===== src/rtl/wdt_consts.svh =====
`ifndef WDT_CONSTS_SVH
`define WDT_CONSTS_SVH

// ***************************************************************
// Register map (byte addresses on the Avalon slave)
// ***************************************************************
`define ADDR_STATUS 5'h00
`define ADDR_IRQ_STATUS 5'h04
`define ADDR_IRQ_MASK 5'h08
`define ADDR_CAP 5'h0C
`define ADDR_TIMEOUT 5'h10

// ***************************************************************
// Field positions
// ***************************************************************
`define ST_FAULT 0
`define ST_ACTIVE 1
`define ST_MONITOR 2
`define ST_ECHO 3
`define ST_PIN 4
`define EV_FAULT_SET 0
`define EV_FAULT_CLR 1
`define EV_KICK 2
`define EV_WIDTH 3
`define CAP_WIDTH 16
`define TICKS_WIDTH 26

// ***************************************************************
// Reset values
// ***************************************************************
`define RST_EVENTS 3'h0
`define RST_MASK 3'h0
`define RST_CAP 16'h0000
`define RST_DATA 32'h00000000
`define RST_PINS 6'h22

// ***************************************************************
// Timing
// ***************************************************************
`define CLK_PERIOD_NS 40
`define TICK_NS 10000
`define TICK_CYCLES (`TICK_NS / `CLK_PERIOD_NS)
`define STARTUP_NS 150000
`define STARTUP_CYCLES ((`STARTUP_NS + `CLK_PERIOD_NS - 1) / `CLK_PERIOD_NS)
`define PRESCALE_WIDTH 8
`define STARTUP_WIDTH 12
`define SYNC_WIDTH 6

`endif


===== src/rtl/wdt_pkg.sv =====
package wdt_pkg;

  // Supervisor sequencing states.
  typedef enum logic [1:0] {
    DISABLED,
    STARTUP,
    MONITOR,
    FAULT
  } wdt_state_type;

  // Strapping of the timing-configuration pin.
  typedef enum logic [1:0] {
    CFG_OPEN = 2'h0,
    CFG_PULLUP = 2'h1,
    CFG_CAPACITOR = 2'h2,
    CFG_SPARE = 2'h3
  } timing_cfg_type;

endpackage


===== src/rtl/standard_watchdog_enable_control.sv =====
// Chosen here: the register addresses and the Avalon-MM slave port.
`timescale 1ns/1ps
// Overview of operation
// - While disabled, the fault output stays released high regardless of kicks.
// - Raising timer select with no kicks asserts fault after the timeout.
// - Enable echo output follows the enable input continuously.
// - Disabled by enable: echo low, fault high, so both may be tied.
// - While disabled, kicks and missing kicks are ignored; fault released.
// - After re-enable, wait 150 microseconds before monitoring resumes.
// - Watchdog runs only while timer select is high; low disables it.
// - Disabling through timer select leaves the enable echo unchanged.
// - Capacitor timeout is 77.4 ms per nanofarad plus 55 ms.
// - Fault asserts when kick interval exceeds the selected timeout.
// - After a missed-kick fault, the next good kick releases fault.
`include "wdt_consts.svh"

module standard_watchdog_enable_control #(
  // Timeouts in 10 us ticks; shorten these in simulation.
  parameter logic [`TICKS_WIDTH-1:0] OPEN_TICKS = 26'h0027100,
  parameter logic [`TICKS_WIDTH-1:0] PULLUP_TICKS = 26'h0004E20,
  parameter logic [`TICKS_WIDTH-1:0] CAP_SLOPE_TICKS = 26'h0000306,
  parameter logic [`TICKS_WIDTH-1:0] CAP_BASE_TICKS = 26'h000157C
) (
  // Clock and reset.
  input wire logic clk,
  input wire logic reset,
  // Avalon-MM register slave.
  input wire logic [4:0] address,
  input wire logic read,
  input wire logic write,
  input wire logic [31:0] writedata,
  output logic [31:0] readdata,
  output logic waitrequest,
  // Interrupt.
  output logic irq,
  // Supervised processor and supervisor pins.
  input wire logic kick_input,
  input wire logic enable_in,
  input wire logic timer_select_in,
  input wire wdt_pkg::timing_cfg_type timeout_config_pin,
  // Open-drain fault pin, active low.
  input wire logic fault_out_n_in,
  output logic fault_out_n_out,
  output logic fault_out_n_oe,
  // Enable echo.
  output logic enable_echo_out
);
  import wdt_pkg::*;

  // ***************************************************************
  // Pin synchronisers
  // ***************************************************************
  logic [`SYNC_WIDTH-1:0] syncA_reg;
  logic [`SYNC_WIDTH-1:0] syncB_reg;
  logic [`SYNC_WIDTH-1:0] syncC_reg;
  logic [`SYNC_WIDTH-1:0] pinStable_reg;
  logic [`SYNC_WIDTH-1:0] pinStable_next;
  logic [`SYNC_WIDTH-1:0] pinRaw;

  assign pinRaw = {fault_out_n_in, timeout_config_pin, timer_select_in,
                   enable_in, kick_input};

  // Three stages; a bit only moves once stages two and three agree, which
  // rejects single-cycle glitches on the slow board-level pins.
  always_ff @(posedge clk) begin
    if (reset) begin
      syncA_reg <= 6'h00;
      syncB_reg <= 6'h00;
      syncC_reg <= 6'h00;
    end else begin
      syncA_reg <= pinRaw;
      syncB_reg <= syncA_reg;
      syncC_reg <= syncB_reg;
    end
  end

  genvar g;
  generate
    for (g = 0; g < `SYNC_WIDTH; g = g + 1) begin : gAgree
      assign pinStable_next[g] = (syncB_reg[g] == syncC_reg[g]) ?
                                 syncC_reg[g] : pinStable_reg[g];
    end
  endgenerate

  // Reset to the benign level: enable high, select low, kick low.
  always_ff @(posedge clk) begin
    if (reset) begin
      pinStable_reg <= `RST_PINS;
    end else begin
      pinStable_reg <= pinStable_next;
    end
  end

  logic kickLevel;
  logic enableLevel;
  logic selectLevel;
  logic faultPinLevel;
  timing_cfg_type cfgLevel;
  assign kickLevel = pinStable_reg[0];
  assign enableLevel = pinStable_reg[1];
  assign selectLevel = pinStable_reg[2];
  assign cfgLevel = timing_cfg_type'(pinStable_reg[4:3]);
  assign faultPinLevel = pinStable_reg[5];

  // ***************************************************************
  // Kick edge and time base
  // ***************************************************************
  logic kickPrev_reg;
  logic kickFall;
  logic [`PRESCALE_WIDTH-1:0] prescale_reg;
  logic [`PRESCALE_WIDTH-1:0] prescale_next;
  logic tick;

  assign kickFall = kickPrev_reg & ~kickLevel;
  assign tick = (prescale_reg == `PRESCALE_WIDTH'(`TICK_CYCLES - 1));
  assign prescale_next = tick ? `PRESCALE_WIDTH'(0) :
                         prescale_reg + `PRESCALE_WIDTH'(1);

  // Free-running 10 us time base; a kick restart may lose under one tick.
  always_ff @(posedge clk) begin
    if (reset) begin
      kickPrev_reg <= 1'b0;
      prescale_reg <= 8'h00;
    end else begin
      kickPrev_reg <= kickLevel;
      prescale_reg <= prescale_next;
    end
  end

  // ***************************************************************
  // Timeout selection
  // ***************************************************************
  logic [`CAP_WIDTH-1:0] cap_reg;
  logic [`TICKS_WIDTH-1:0] capTicks;
  logic [`TICKS_WIDTH-1:0] timeoutTicks;

  // Capacitance is in 0.1 nF units, so 77.4 ms/nF is 774 ticks per unit.
  assign capTicks = `TICKS_WIDTH'(CAP_SLOPE_TICKS *
                    {10'h000, cap_reg} + CAP_BASE_TICKS);
  assign timeoutTicks = (cfgLevel == CFG_CAPACITOR) ? capTicks :
                        (cfgLevel == CFG_PULLUP) ? PULLUP_TICKS :
                        OPEN_TICKS;

  // ***************************************************************
  // Supervisor state machine
  // ***************************************************************
  wdt_state_type state_reg;
  wdt_state_type state_next;
  logic [`STARTUP_WIDTH-1:0] startup_reg;
  logic [`STARTUP_WIDTH-1:0] startup_next;
  logic [`TICKS_WIDTH-1:0] ticks_reg;
  logic [`TICKS_WIDTH-1:0] ticks_next;
  logic active;
  logic startupDone;
  logic expired;

  // Either pin low stops the watchdog.
  assign active = enableLevel & selectLevel;
  assign startupDone =
    (startup_reg == `STARTUP_WIDTH'(`STARTUP_CYCLES - 1));
  assign expired = (ticks_reg >= timeoutTicks);

  always_comb begin
    state_next = state_reg;
    startup_next = startup_reg;
    ticks_next = ticks_reg;
    if (!active) begin
      state_next = DISABLED;
      startup_next = `STARTUP_WIDTH'(0);
      ticks_next = `TICKS_WIDTH'(0);
    end else begin
      unique case (state_reg)
        DISABLED: begin
          state_next = STARTUP;
          startup_next = `STARTUP_WIDTH'(0);
        end
        STARTUP: begin
          startup_next = startup_reg + `STARTUP_WIDTH'(1);
          if (startupDone) begin
            state_next = MONITOR;
            ticks_next = `TICKS_WIDTH'(0);
          end
        end
        MONITOR: begin
          if (kickFall) begin
            ticks_next = `TICKS_WIDTH'(0);
          end else if (expired) begin
            state_next = FAULT;
          end else if (tick) begin
            ticks_next = ticks_reg + `TICKS_WIDTH'(1);
          end
        end
        FAULT: begin
          if (kickFall) begin
            state_next = MONITOR;
            ticks_next = `TICKS_WIDTH'(0);
          end
        end
      endcase
    end
  end

  always_ff @(posedge clk) begin
    if (reset) begin
      state_reg <= DISABLED;
      startup_reg <= 12'h000;
      ticks_reg <= 26'h0000000;
    end else begin
      state_reg <= state_next;
      startup_reg <= startup_next;
      ticks_reg <= ticks_next;
    end
  end

  // ***************************************************************
  // Pin outputs
  // ***************************************************************
  logic faultOe_reg;
  logic echo_reg;
  logic faultDrive_next;

  // Drive low only in the fault state; released (high impedance) otherwise.
  assign faultDrive_next = (state_next == FAULT);

  // The echo tracks only the enable pin, never the select pin, so a
  // select-pin disable does not ripple to parts hung on the echo.
  always_ff @(posedge clk) begin
    if (reset) begin
      faultOe_reg <= 1'b0;
      echo_reg <= 1'b1;
    end else begin
      faultOe_reg <= faultDrive_next;
      echo_reg <= enableLevel;
    end
  end

  assign fault_out_n_oe = faultOe_reg;
  assign enable_echo_out = echo_reg;

  // The open-drain data level is always low; the enable does the work.
  logic faultLow_reg;
  always_ff @(posedge clk) begin
    if (reset) begin
      faultLow_reg <= 1'b0;
    end else begin
      faultLow_reg <= 1'b0;
    end
  end
  assign fault_out_n_out = faultLow_reg;

  // ***************************************************************
  // Events and interrupt
  // ***************************************************************
  logic [`EV_WIDTH-1:0] events_reg;
  logic [`EV_WIDTH-1:0] events_next;
  logic [`EV_WIDTH-1:0] mask_reg;
  logic [`EV_WIDTH-1:0] eventHit;
  logic [`EV_WIDTH-1:0] eventClear;
  logic irq_reg;

  logic accept;
  logic writeHit;

  assign eventHit[`EV_FAULT_SET] = (state_next == FAULT) &&
                                   (state_reg != FAULT);
  assign eventHit[`EV_FAULT_CLR] = (state_reg == FAULT) &&
                                   (state_next != FAULT);
  assign eventHit[`EV_KICK] = kickFall && (state_reg == MONITOR);
  assign eventClear = (writeHit && address == `ADDR_IRQ_STATUS) ?
                      writedata[`EV_WIDTH-1:0] : `RST_EVENTS;
  // A new event beats a clear landing in the same cycle.
  assign events_next = (events_reg & ~eventClear) | eventHit;

  always_ff @(posedge clk) begin
    if (reset) begin
      events_reg <= `RST_EVENTS;
      irq_reg <= 1'b0;
    end else begin
      events_reg <= events_next;
      irq_reg <= |(events_next & mask_reg);
    end
  end
  assign irq = irq_reg;

  // ***************************************************************
  // Avalon-MM slave
  // ***************************************************************
  // One wait cycle: request seen with waitrequest high, answered the next.
  logic wait_reg;
  logic [31:0] rdata_reg;
  logic [31:0] rdataSel;
  logic [31:0] statusWord;

  assign accept = (read | write) & wait_reg;
  assign writeHit = write & ~wait_reg;
  assign statusWord = {27'h0000000, faultPinLevel, echo_reg,
                       state_reg == MONITOR || state_reg == FAULT,
                       active, state_reg == FAULT};
  assign rdataSel =
    (address == `ADDR_STATUS) ? statusWord :
    (address == `ADDR_IRQ_STATUS) ? {29'h00000000, events_reg} :
    (address == `ADDR_IRQ_MASK) ? {29'h00000000, mask_reg} :
    (address == `ADDR_CAP) ? {16'h0000, cap_reg} :
    (address == `ADDR_TIMEOUT) ? {6'h00, timeoutTicks} : `RST_DATA;

  always_ff @(posedge clk) begin
    if (reset) begin
      wait_reg <= 1'b1;
      rdata_reg <= `RST_DATA;
    end else begin
      wait_reg <= ~accept;
      rdata_reg <= (accept && read) ? rdataSel : `RST_DATA;
    end
  end

  // Writes land on the edge where waitrequest is seen low.
  always_ff @(posedge clk) begin
    if (reset) begin
      mask_reg <= `RST_MASK;
      cap_reg <= `RST_CAP;
    end else begin
      if (writeHit && address == `ADDR_IRQ_MASK) begin
        mask_reg <= writedata[`EV_WIDTH-1:0];
      end
      if (writeHit && address == `ADDR_CAP) begin
        cap_reg <= writedata[`CAP_WIDTH-1:0];
      end
    end
  end

  assign waitrequest = wait_reg;
  assign readdata = rdata_reg;

endmodule // standard_watchdog_enable_control


===== config.mk =====
export PLATFORM = sky130hd
export DESIGN_NAME = standard_watchdog_enable_control
export DESIGN_NICKNAME = d
export VERILOG_FILES = /design/src/rtl/wdt_pkg.sv /design/src/rtl/standard_watchdog_enable_control.sv
export VERILOG_INCLUDE_DIRS = /design/src /design/src/rtl
export SDC_FILE = /design/constraint.sdc
export NUM_CORES = 1
export LEC_CHECK = 0
export BUFFER_PORTS_ARGS = -buffer_cell sky130_fd_sc_hd__clkbuf_2
export CAP_MARGIN = 10
export CORE_MARGIN = 2
export CORE_UTILIZATION = 40
export DETAILED_ROUTE_END_ITERATION = 7
export PLACE_DENSITY = 0.64
export SLEW_MARGIN = 15
export SYNTH_ARGS = -nofsm -noshare
export SYNTH_HDL_FRONTEND = slang
export SYNTH_SLANG_ARGS = --single-unit

===== constraint.sdc =====
create_clock -name clk -period 15.98 [get_ports clk]
set_clock_uncertainty 0.1 [all_clocks]
set_input_delay 3.196 -clock clk [delete_from_list [all_inputs] [get_ports clk]]
set_output_delay 3.196 -clock clk [all_outputs]
set_load 0.01 [all_outputs]

### Word level (Yosys, flattened, before mapping)

Index checks and enable logic that the tools add are counted.

* eq/ne operators: 24
* bitwise gates (word level): 15
* $lt $le $gt $ge: 1
* mux-type cells: 21
* reduce and logical (&&, ||, !) cells: 20
* multipliers: 1
* add/sub/neg operators: 4

Operators with widths (count)
* two-way mux 26 bit: 6
* case mux 26 bit (3 select lines): 1
* two-way mux 16 bit: 2
* adder 26 x 1 -> 26 bit, second input constant: 1
* adder 26 x 13 -> 26 bit, second input constant: 1
* >= comparator 26 bit: 1
* multiplier 9 x 16 -> 25 bit, first input constant: 1
* case mux 12 bit (2 select lines): 1
* two-way mux 18 bit: 1
* two-way mux 5 bit: 3
* adder 12 x 1 -> 12 bit, second input constant: 1
* == test 12 bit, second input constant: 1
* == test 5 x 4 -> 1 bit, second input constant: 2
* two-way mux 2 bit: 5
* adder 8 x 1 -> 8 bit, second input constant: 1
* == test 2 bit, second input constant: 4
* == test 8 bit, second input constant: 1
* != test 2 bit, second input constant: 4
* case mux 2 bit (4 select lines): 1
* logical AND 1 bit: 7
* OR reduction 7 bit: 1
* AND 3 bit: 2
* == test 1 bit: 6
* != test 3 bit, second input constant: 2
* other kinds (19): 30

* input port bits: 47
* register bits after elaboration: 131
* word-level logic and storage cells: 111
* output and inout port bits: 37

### Logic depth before layout (Yosys ltp)

Gate-level depths: netlist of the first run.

* depth after elaboration: 13
* mapped depth: 28
* gate-level depth less buffers: 26

### Worst setup path after synthesis of the first run

OpenSTA, ideal clock, no wires.

* path kind: reg-to-reg
* start: reg cap_reg[2]
* end: reg ticks_reg[0]
* clock period less this slack: 6.424 ns
* buffers on the path: 1
* stages on the path, launching flop included: 25
* data arrival time: 6.196 ns
* required time: 15.752 ns
* setup time: 0.128 ns
* slack: 9.556 ns
* cells stage by stage: dfxtp_1 ha_1 ha_1 fa_1 inv_1 fa_1 inv_1 ha_1 a21oi_2 a21oi_2 nor4b_1 o21ai_0 a2111oi_4 nand3_2 nor4_2 mux2i_1 ha_1 nand4_1 nor2_1 a22oi_1 nor2_1 a21o_1 o31ai_2 clkbuf_1 nor2_1

* word-level cells in the longest chain between the ends: 6

RTL lines
* from (decl): line standard_watchdog_enable_control.sv:133 `` logic [`CAP_WIDTH-1:0] cap_reg; ``
* from (signal assigned): line standard_watchdog_enable_control.sv:320 `` cap_reg <= `RST_CAP; ``
* from (signal assigned): line standard_watchdog_enable_control.sv:326 `` cap_reg <= writedata[`CAP_WIDTH-1:0]; ``
* multiplier 9 x 16 -> 25 bit: line standard_watchdog_enable_control.sv:138 `` assign capTicks = `TICKS_WIDTH'(CAP_SLOPE_TICKS * ``
* adder 26 x 13 -> 26 bit: line standard_watchdog_enable_control.sv:139 `{10'h000, cap_reg} + CAP_BASE_TICKS);`
* two-way mux 26 bit: line standard_watchdog_enable_control.sv:140 `assign timeoutTicks = (cfgLevel == CFG_CAPACITOR) ? capTicks :`
* >= comparator 26 bit: line standard_watchdog_enable_control.sv:161 `assign expired = (ticks_reg >= timeoutTicks);`
* != test 3 bit (no line)
* AND reduction 5 bit (no line)
* to (signal assigned): line standard_watchdog_enable_control.sv:211 `ticks_reg <= ticks_next;`
* to (decl): line standard_watchdog_enable_control.sv:151 `` logic [`TICKS_WIDTH-1:0] ticks_reg; ``

Every way passes these cells.
A chain may end at the register's enable or synchronous reset.

### Worst setup path in the final report of the first run

* start: reg cap_reg[14]
* end: reg ticks_reg[22]

The elaborated chain is that of the path after synthesis.

==> results by group, run 1 <==
Status
  • Run status: finished, final reports clean

Yosys
  • Mapped Cells: about 1000
  • Mapped Area: around 0.0086 mm2
  • Cell variety after synth: 77
  • Synth top area share: between 20% and 30%
  • Count leader, synth: dfxtp_1
  • Register area share after synthesis: 29.26%
  • Post-synth top area cell: dfxtp_1
  • Synth top area cells: dfxtp_1 29%, ha_1 15%, a21oi_1 4.6%, fa_1 4.2%, nand2_1 3.9%
  • Register bit count reported by yosys: 125
  • Ys Warns: 0
  • Post-synth EDFFs: 0
  • Synth Flop Type: dfxtp_1
  • Most frequent cells after synthesis: 125 x dfxtp_1, 102 x ha_1, 90 x nand2_1
  • Syn avg cell area: between 8 and 9 um2
  • Synth async-reset ratio: 0%

Timing
  • Fin. Hold Viols: 0
  • Tmin final: around 7.5 ns
  • Fin crit share: 46.79%
  • Setup_tns: 0 ns
  • Max-slew violation total from the final report: 0
  • Worst slew pin tran: 1.046 ns
  • Final setup viols: 0
  • Relative slew slack: between 20 and 30%
  • RSZ-0062 raised after global routing: no
  • Fmax: around 0.13 GHz

Floorplan
  • Cell Rows: 53
  • Initial Utilization: between 40% and 50%
  • Chip height: ~150 um
  • Width of the chip: about 150 um
  • Core Box Area: around 0.021 mm2
  • I/O pin total: between 80 and 90
  • Full die area: approximately 0.023 mm2

Critical path
  • Worst path slowest cell: o31ai_4
  • CP required: 16.17 ns
  • CP Capture Type: flip-flop
  • Chain of cells forming the critical path: ha_1, ha_1, inv_1, fa_1, fa_1, inv_1, ha_1, a21o_1, a211o_1, a2111oi_2, o31a_1, o311ai_0, nand3b_1, nor4_2, mux2i_1, ha_1, nand4_1, nor2_1, a22oi_1, nor2_1, a21o_1, o31ai_4, nor2_1
  • Crit-path max FO: 15
  • CP bufs+invs: 2
  • Crit path max-delay family: compound AO/OA/AOI/OAI gates
  • WS Path Type: flip-flop to flip-flop
  • Worst EP arrival: between 7 and 8 ns
  • Worst path max stage delay: between 0.7 and 0.8 ns
  • Most Frequent Cell on Critical Path: ha_1
  • Crit path launch type: flip-flop

Drt
  • Antenna viol nets, final: 0
  • Via density: approximately 5.4
  • Via count: between 7000 and 8000
  • Routed length per instance: approximately 15 um
  • DRC viols: 0
  • Drt pass-1 iters: 5
  • Initial DRC Count: 360
  • Detailed Route WL: roughly 20 mm

Placed design
  • I/O Buffers: 60
  • GP Congestion: slightly below 0.9
  • Placed Instances: roughly 1300
  • Placed wire-length estimate: around 16 mm

Clocking
  • Cts bufs inserted: 17
  • Worst-Skew Late Latency: ~0.42 ns
  • Total setup buffers inserted after CTS: 0
  • Reg clk slew, reported paths: roughly 0.07 ns
  • Clock root buffer: clkbuf_16
  • Hold Buf Count CTS: 0
  • Sink Count: approximately 130
  • CTS resizes: 0
  • CTS tree: yes
  • CTS H-tree depth: 4
  • Bufs on Longest Clock Path: 2

GRT
  • Total track usage: between 10% and 20%
  • Via count of the first global-routing pass: 7086
  • Overflow after GRT: 0
  • First-pass GRT wire length: ~34 mm
  • Largest net degree at the start of global routing: 53
  • Initial antenna violation count: 0

Cells and area
  • Antenna cells: 0
  • Layout cell share with drive strength beyond 1: between 10 and 15%
  • Fin nets: roughly 1200
  • Cell Count, Final, Fillers Out: about 1400
  • Syn-to-layout area delta: 13.12%

Power
  • Cell Pwr Density: between 70 and 80 mW/mm2
  • Worst vdd ir: roughly 0.074 mV
  • Lkg Pwr: between 0.004 and 0.005 uW

Flow run
  • Max Cap Viol: 0

Hold path
  • Worst Hold Class: flip-flop to flip-flop
layout by cell type, fill, tap and decap left out, types with 21 or more instances in the layout:
cell	synthesis	final
a21oi_1	79	79
clkbuf_2	0	60
dfxtp_1	125	125
ha_1	102	102
inv_1	68	68
nand2_1	90	90
nand3_1	32	32
nor2_1	84	84
nor2b_1	29	29
o21ai_0	55	55
xnor2_1	24	24
xor2_1	21	21
power breakdown:
part,leakage [uW],total (uW),switching [uW],internal (uW)
Clock,0.000274,381,153,229
Sequential,0.00101,317,2.35,315
Combinational,0.00285,20.1,12.0,8.11
Total,0.00413,719,167,552
worst paths after layout:
| path | start | endpoint | slack (ns) | cells after the start |
|---|---|---|---|---|
| worst max-delay path | cap_reg[14]$_SDFFE_PP0P_ | ticks_reg[22]$_SDFFE_PP0P_ | 8.50 | 23 |
| worst min-delay path | syncA_reg[2]$_SDFF_PP0_ | syncB_reg[2]$_SDFF_PP0_ | 0.34 | 1 |
| worst max register to register | cap_reg[14]$_SDFFE_PP0P_ | ticks_reg[22]$_SDFFE_PP0P_ | 8.50 | 23 |
| worst min register to register | syncA_reg[2]$_SDFF_PP0_ | syncB_reg[2]$_SDFF_PP0_ | 0.34 | 1 |
logic make-up after synthesis:
logic type | after synthesis | synth area share (%)
other | 1 | 0.04384
AND/OR/NAND/NOR | 367 | 22.16
flip-flops | 125 | 29.26
multiplexers | 8 | 0.9655
buffers and inverters | 104 | 4.871
XOR/XNOR | 45 | 4.608
AO/OA/AOI/OAI | 249 | 18.96
adder cells (fa/ha/maj) | 120 | 19.13
routing by layer:
layer | track usage (%) | wire (um)
met1 | 25.86 | 10080
met2 | 30.71 | 8995
met3 | 3.545 | 1014
met4 | 6.321 | 402
met5 | 0 | 0
final cells by class:
| class | count | area (um2) |
|---|---|---|
| sequential | 125 | 2502 |
| clock inverter | 10 | 105.1 |
| clock buffer | 22 | 474.2 |
| multi-input combinational | 796 | 5672 |
| timing repair buffer | 63 | 322.8 |
| inverter | 68 | 255.2 |
| tap | 275 | 344.1 |
| fill | 2083 | 11350 |
metrics by stage:
stage | power, uW | hold slack [ns] | instance area [um2] | util [%] | setup slack [ns]
2_1_floorplan | 337.1 | 0.3138 | 8576 | - | 9.556
3_3_place_gp | 344.0 | 0.3160 | 9081 | 43.20 | 8.195
3_5_place_dp | 344.3 | 0.3280 | 9081 | 43.20 | 8.123
4_1_cts | 725.2 | 0.3439 | 9661 | 45.96 | 8.134
5_1_grt | 741.9 | 0.3495 | 9676 | 46.03 | 7.982
6_report | 719.1 | 0.3372 | 9676 | 46.03 | 8.503
Note: power is estimated with default switching activity, not from simulation.
==> run 2: changes to the inputs <==
- clock period: 15.98 -> 7 ns (I/O delays scaled with it)
==> run 2 against run 1 <==
Compared with the run above: maximum frequency grew 12%; critical path depth grew 4; die area is the same; sequential power grew 130%; register-to-register slack lost 8.2 ns; hold slack lost 0.0018 ns; worst setup slack lost 8.2 ns; power grew 130%; core utilization grew 1.5 points; global-route usage grew 0.14 points; critical path type unchanged; highest routed layer unchanged.
==> results by group, run 2 (synthesized netlist as in run 1, its figures left out) <==
Placed design
  • Placed Instances: 1348 (was 1327)
  • GP Congestion: 0.8966 (was 0.8706)
  • Placed wire-length estimate: 16.19 mm (was 15.85 mm)
  • I/O Buffers: 60 (unchanged)
  • Pre-CTS setup slack: 0.1159 ns (was 8.123 ns)

Clocking
  • Cts bufs inserted: 17 (unchanged)
  • Clock root buffer: clkbuf_16 (unchanged)
  • Reg clk slew, reported paths: 0.06 ns (was 0.07 ns)
  • Bufs on Longest Clock Path: 2 (unchanged)
  • CTS tree: yes (unchanged)
  • CTS H-tree depth: 4 (unchanged)
  • Sink Count: 125 (unchanged)
  • Worst-Skew Late Latency: 0.42 ns (about the same)
  • Hold Buf Count CTS: 0 (unchanged)

Drt
  • Via count: 7396 (was 7285)
  • Detailed Route WL: 20.96 mm (was 20.49 mm)
  • Via density: 5.344 (was 5.361)
  • DRC viols: 0 (unchanged)
  • Initial DRC Count: 403 (was 360)
  • Routed length per instance: 15.15 um (was 15.08 um)
  • Antenna viol nets, final: 0 (unchanged)
  • Drt pass-1 iters: 5 (unchanged)

Timing
  • Max-slew violation total from the final report: 0 (unchanged)
  • Hold_ws: 0.3354 ns (was 0.3372 ns)
  • Fin worst setup slack: 0.2956 ns (was 8.503 ns)
  • Setup_tns: 0 ns (unchanged)
  • Final setup viols: 0 (unchanged)
  • Tmin final: 6.704 ns (was 7.477 ns)
  • Worst slew pin tran: 1.193 ns (was 1.046 ns)
  • Relative slew slack: 19.72% (was 29.76%)
  • Fmax: 0.1492 GHz (was 0.1337 GHz)
  • Fin crit share: 95.78% (was 46.79%)
  • Fin. Hold Viols: 0 (unchanged)

Critical path
  • CP bufs+invs: 6 (was 2)
  • RR Startpoint: cap_reg[3]$_SDFFE_PP0P_ (was cap_reg[14]$_SDFFE_PP0P_)
  • Worst path slowest cell: fa_1 (was o31ai_4)
  • Worst EP arrival: 6.96 ns (was 7.67 ns)
  • Worst path max stage delay: 0.52 ns (was 0.74 ns)
  • Crit path max-delay family: adder cells (was compound AO/OA/AOI/OAI gates)
  • Register-to-Register Path Depth: 27 (was 23)
  • WS Path Type: flip-flop to flip-flop (unchanged)
  • Critical path origin: cap_reg[3]$_SDFFE_PP0P_ (was cap_reg[14]$_SDFFE_PP0P_)
  • Terminus of the critical flop-to-flop path: ticks_reg[7]$_SDFFE_PP0P_ (was ticks_reg[22]$_SDFFE_PP0P_)
  • R2r setup slk: 0.30 ns (was 8.50 ns)
  • Crit-path max FO: 26 (was 15)
  • CP Capture Type: flip-flop (unchanged)
  • CP required: 7.25 ns (was 16.17 ns)
  • Most Frequent Cell on Critical Path: ha_1 (unchanged)
  • Crit path launch type: flip-flop (unchanged)

Cells and area
  • Most frequent cells in the layout: 121 x dfxtp_1, 100 x ha_1, 90 x nand2_1 (was 125 x dfxtp_1, 102 x ha_1, 90 x nand2_1)
  • Fin nets: 1264 (was 1238)
  • Cell Count, Final, Fillers Out: 1384 (was 1359)
  • Antenna cells: 0 (unchanged)
  • Layout cell share with drive strength beyond 1: 15.51% (was 12.18%)
  • Syn-to-layout area delta: 16.88% (was 13.12%)
  • Commonest non-fill, non-tap cell in the layout: dfxtp_1 (unchanged)

Hold path
  • HP Start: syncA_reg[0]$_SDFF_PP0_ (was syncA_reg[2]$_SDFF_PP0_)
  • WHS Path Cells: 1 (unchanged)
  • Hold Path End: syncB_reg[0]$_SDFF_PP0_ (was syncB_reg[2]$_SDFF_PP0_)
  • Worst Hold Class: flip-flop to flip-flop (unchanged)

GRT
  • Total track usage: 19.24% (was 19.10%)
  • Largest net degree at the start of global routing: 53 (unchanged)
  • Via count of the first global-routing pass: 7069 (was 7086)
  • Initial antenna violation count: 0 (unchanged)
  • First-pass GRT wire length: 34.38 mm (unchanged)
  • Overflow after GRT: 0 (unchanged)

Floorplan
  • Cell Rows: 53 (unchanged)
  • Chip height: 150.2 um (unchanged)
  • Width of the chip: 150.2 um (unchanged)
  • Full die area: 0.02257 mm2 (unchanged)
  • Core Box Area: 0.02102 mm2 (unchanged)
  • I/O pin total: 84 (unchanged)
  • Initial Utilization: 40.69% (unchanged)

Flow run
  • Max Cap Viol: 0 (unchanged)

Power
  • Cell Pwr Density: 164.7 mW/mm2 (was 74.32 mW/mm2)
  • Worst vdd ir: 0.1687 mV (was 0.07441 mV)
  • Power, Total: 1647 uW (was 719.1 uW)
  • Lkg Pwr: 0.004291 uW (was 0.004133 uW)

Status
  • Run status: finished, final reports clean (unchanged)
==> run 2: how the worst max path moves through the flow <==
| stage | end | slack, ns | cells after the start |
|---|---|---|---|
| 6_report | ticks_reg[7]$_SDFFE_PP0P_ | 0.30 | 27 |
| 5_1_grt | ticks_reg[5]$_SDFFE_PP0P_ | -0.0005 | 27 |
| 4_1_cts | ticks_reg[19]$_SDFFE_PP0P_ | 0.03 | 25 |
| 3_5_place_dp | ticks_reg[25]$_SDFFE_PP0P_ | 0.12 | 25 |
| 3_3_place_gp | ticks_reg[20]$_SDFFE_PP0P_ | 0.19 | 23 |
| 2_1_floorplan | ticks_reg[0]$_SDFFE_PP0P_ | 0.58 | 24 |
==> run 2: stage by stage <==
stage | instance area [um2] | utilization [%]
after floorplan | 8576 | -
after global placement | 9251 | 44.01
after detailed placement | 9251 | 44.01
after CTS | 9832 | 46.77
after global routing | 9997 | 47.56
final | 9997 | 47.56
==> run 2: timing repair <==
| action | in CTS | in global routing |
|---|---|---|
| gates resized for setup | 0 | 26 |
| setup endpoints to repair | 0 | 29 |
| buffers inserted | 0 | 5 |
==> run 2: cell type report <==
| cell class | instances | area [um2] |
|---|---|---|
| clock buffers | 19 | 442.9 |
| repair buffers | 89 | 534.3 |
| well taps | 275 | 344.1 |
| multi-input cells | 796 | 5776 |
| clock inverters | 12 | 137.6 |
| fillers | 2010 | 11020 |
| inverters | 68 | 255.2 |
| flip-flops and latches | 125 | 2507 |
==> run 2: routing by layer <==
metal | global-route usage [%] | routed length (um) | up-vias
met5 | 0 | 0 | -
met4 | 6.132 | 470 | 0
met3 | 4.091 | 907 | 27
met2 | 30.48 | 9296 | 167
met1 | 26.19 | 10290 | 3443
li1 | - | - | 3759
==> run 2: report_power, final <==
group | leakage, uW | switching (uW) | internal (uW)
Combinational | 0.00300 | 27.8 | 19.0
Sequential | 0.00101 | 5.12 | 719
Clock | 0.000280 | 341 | 534
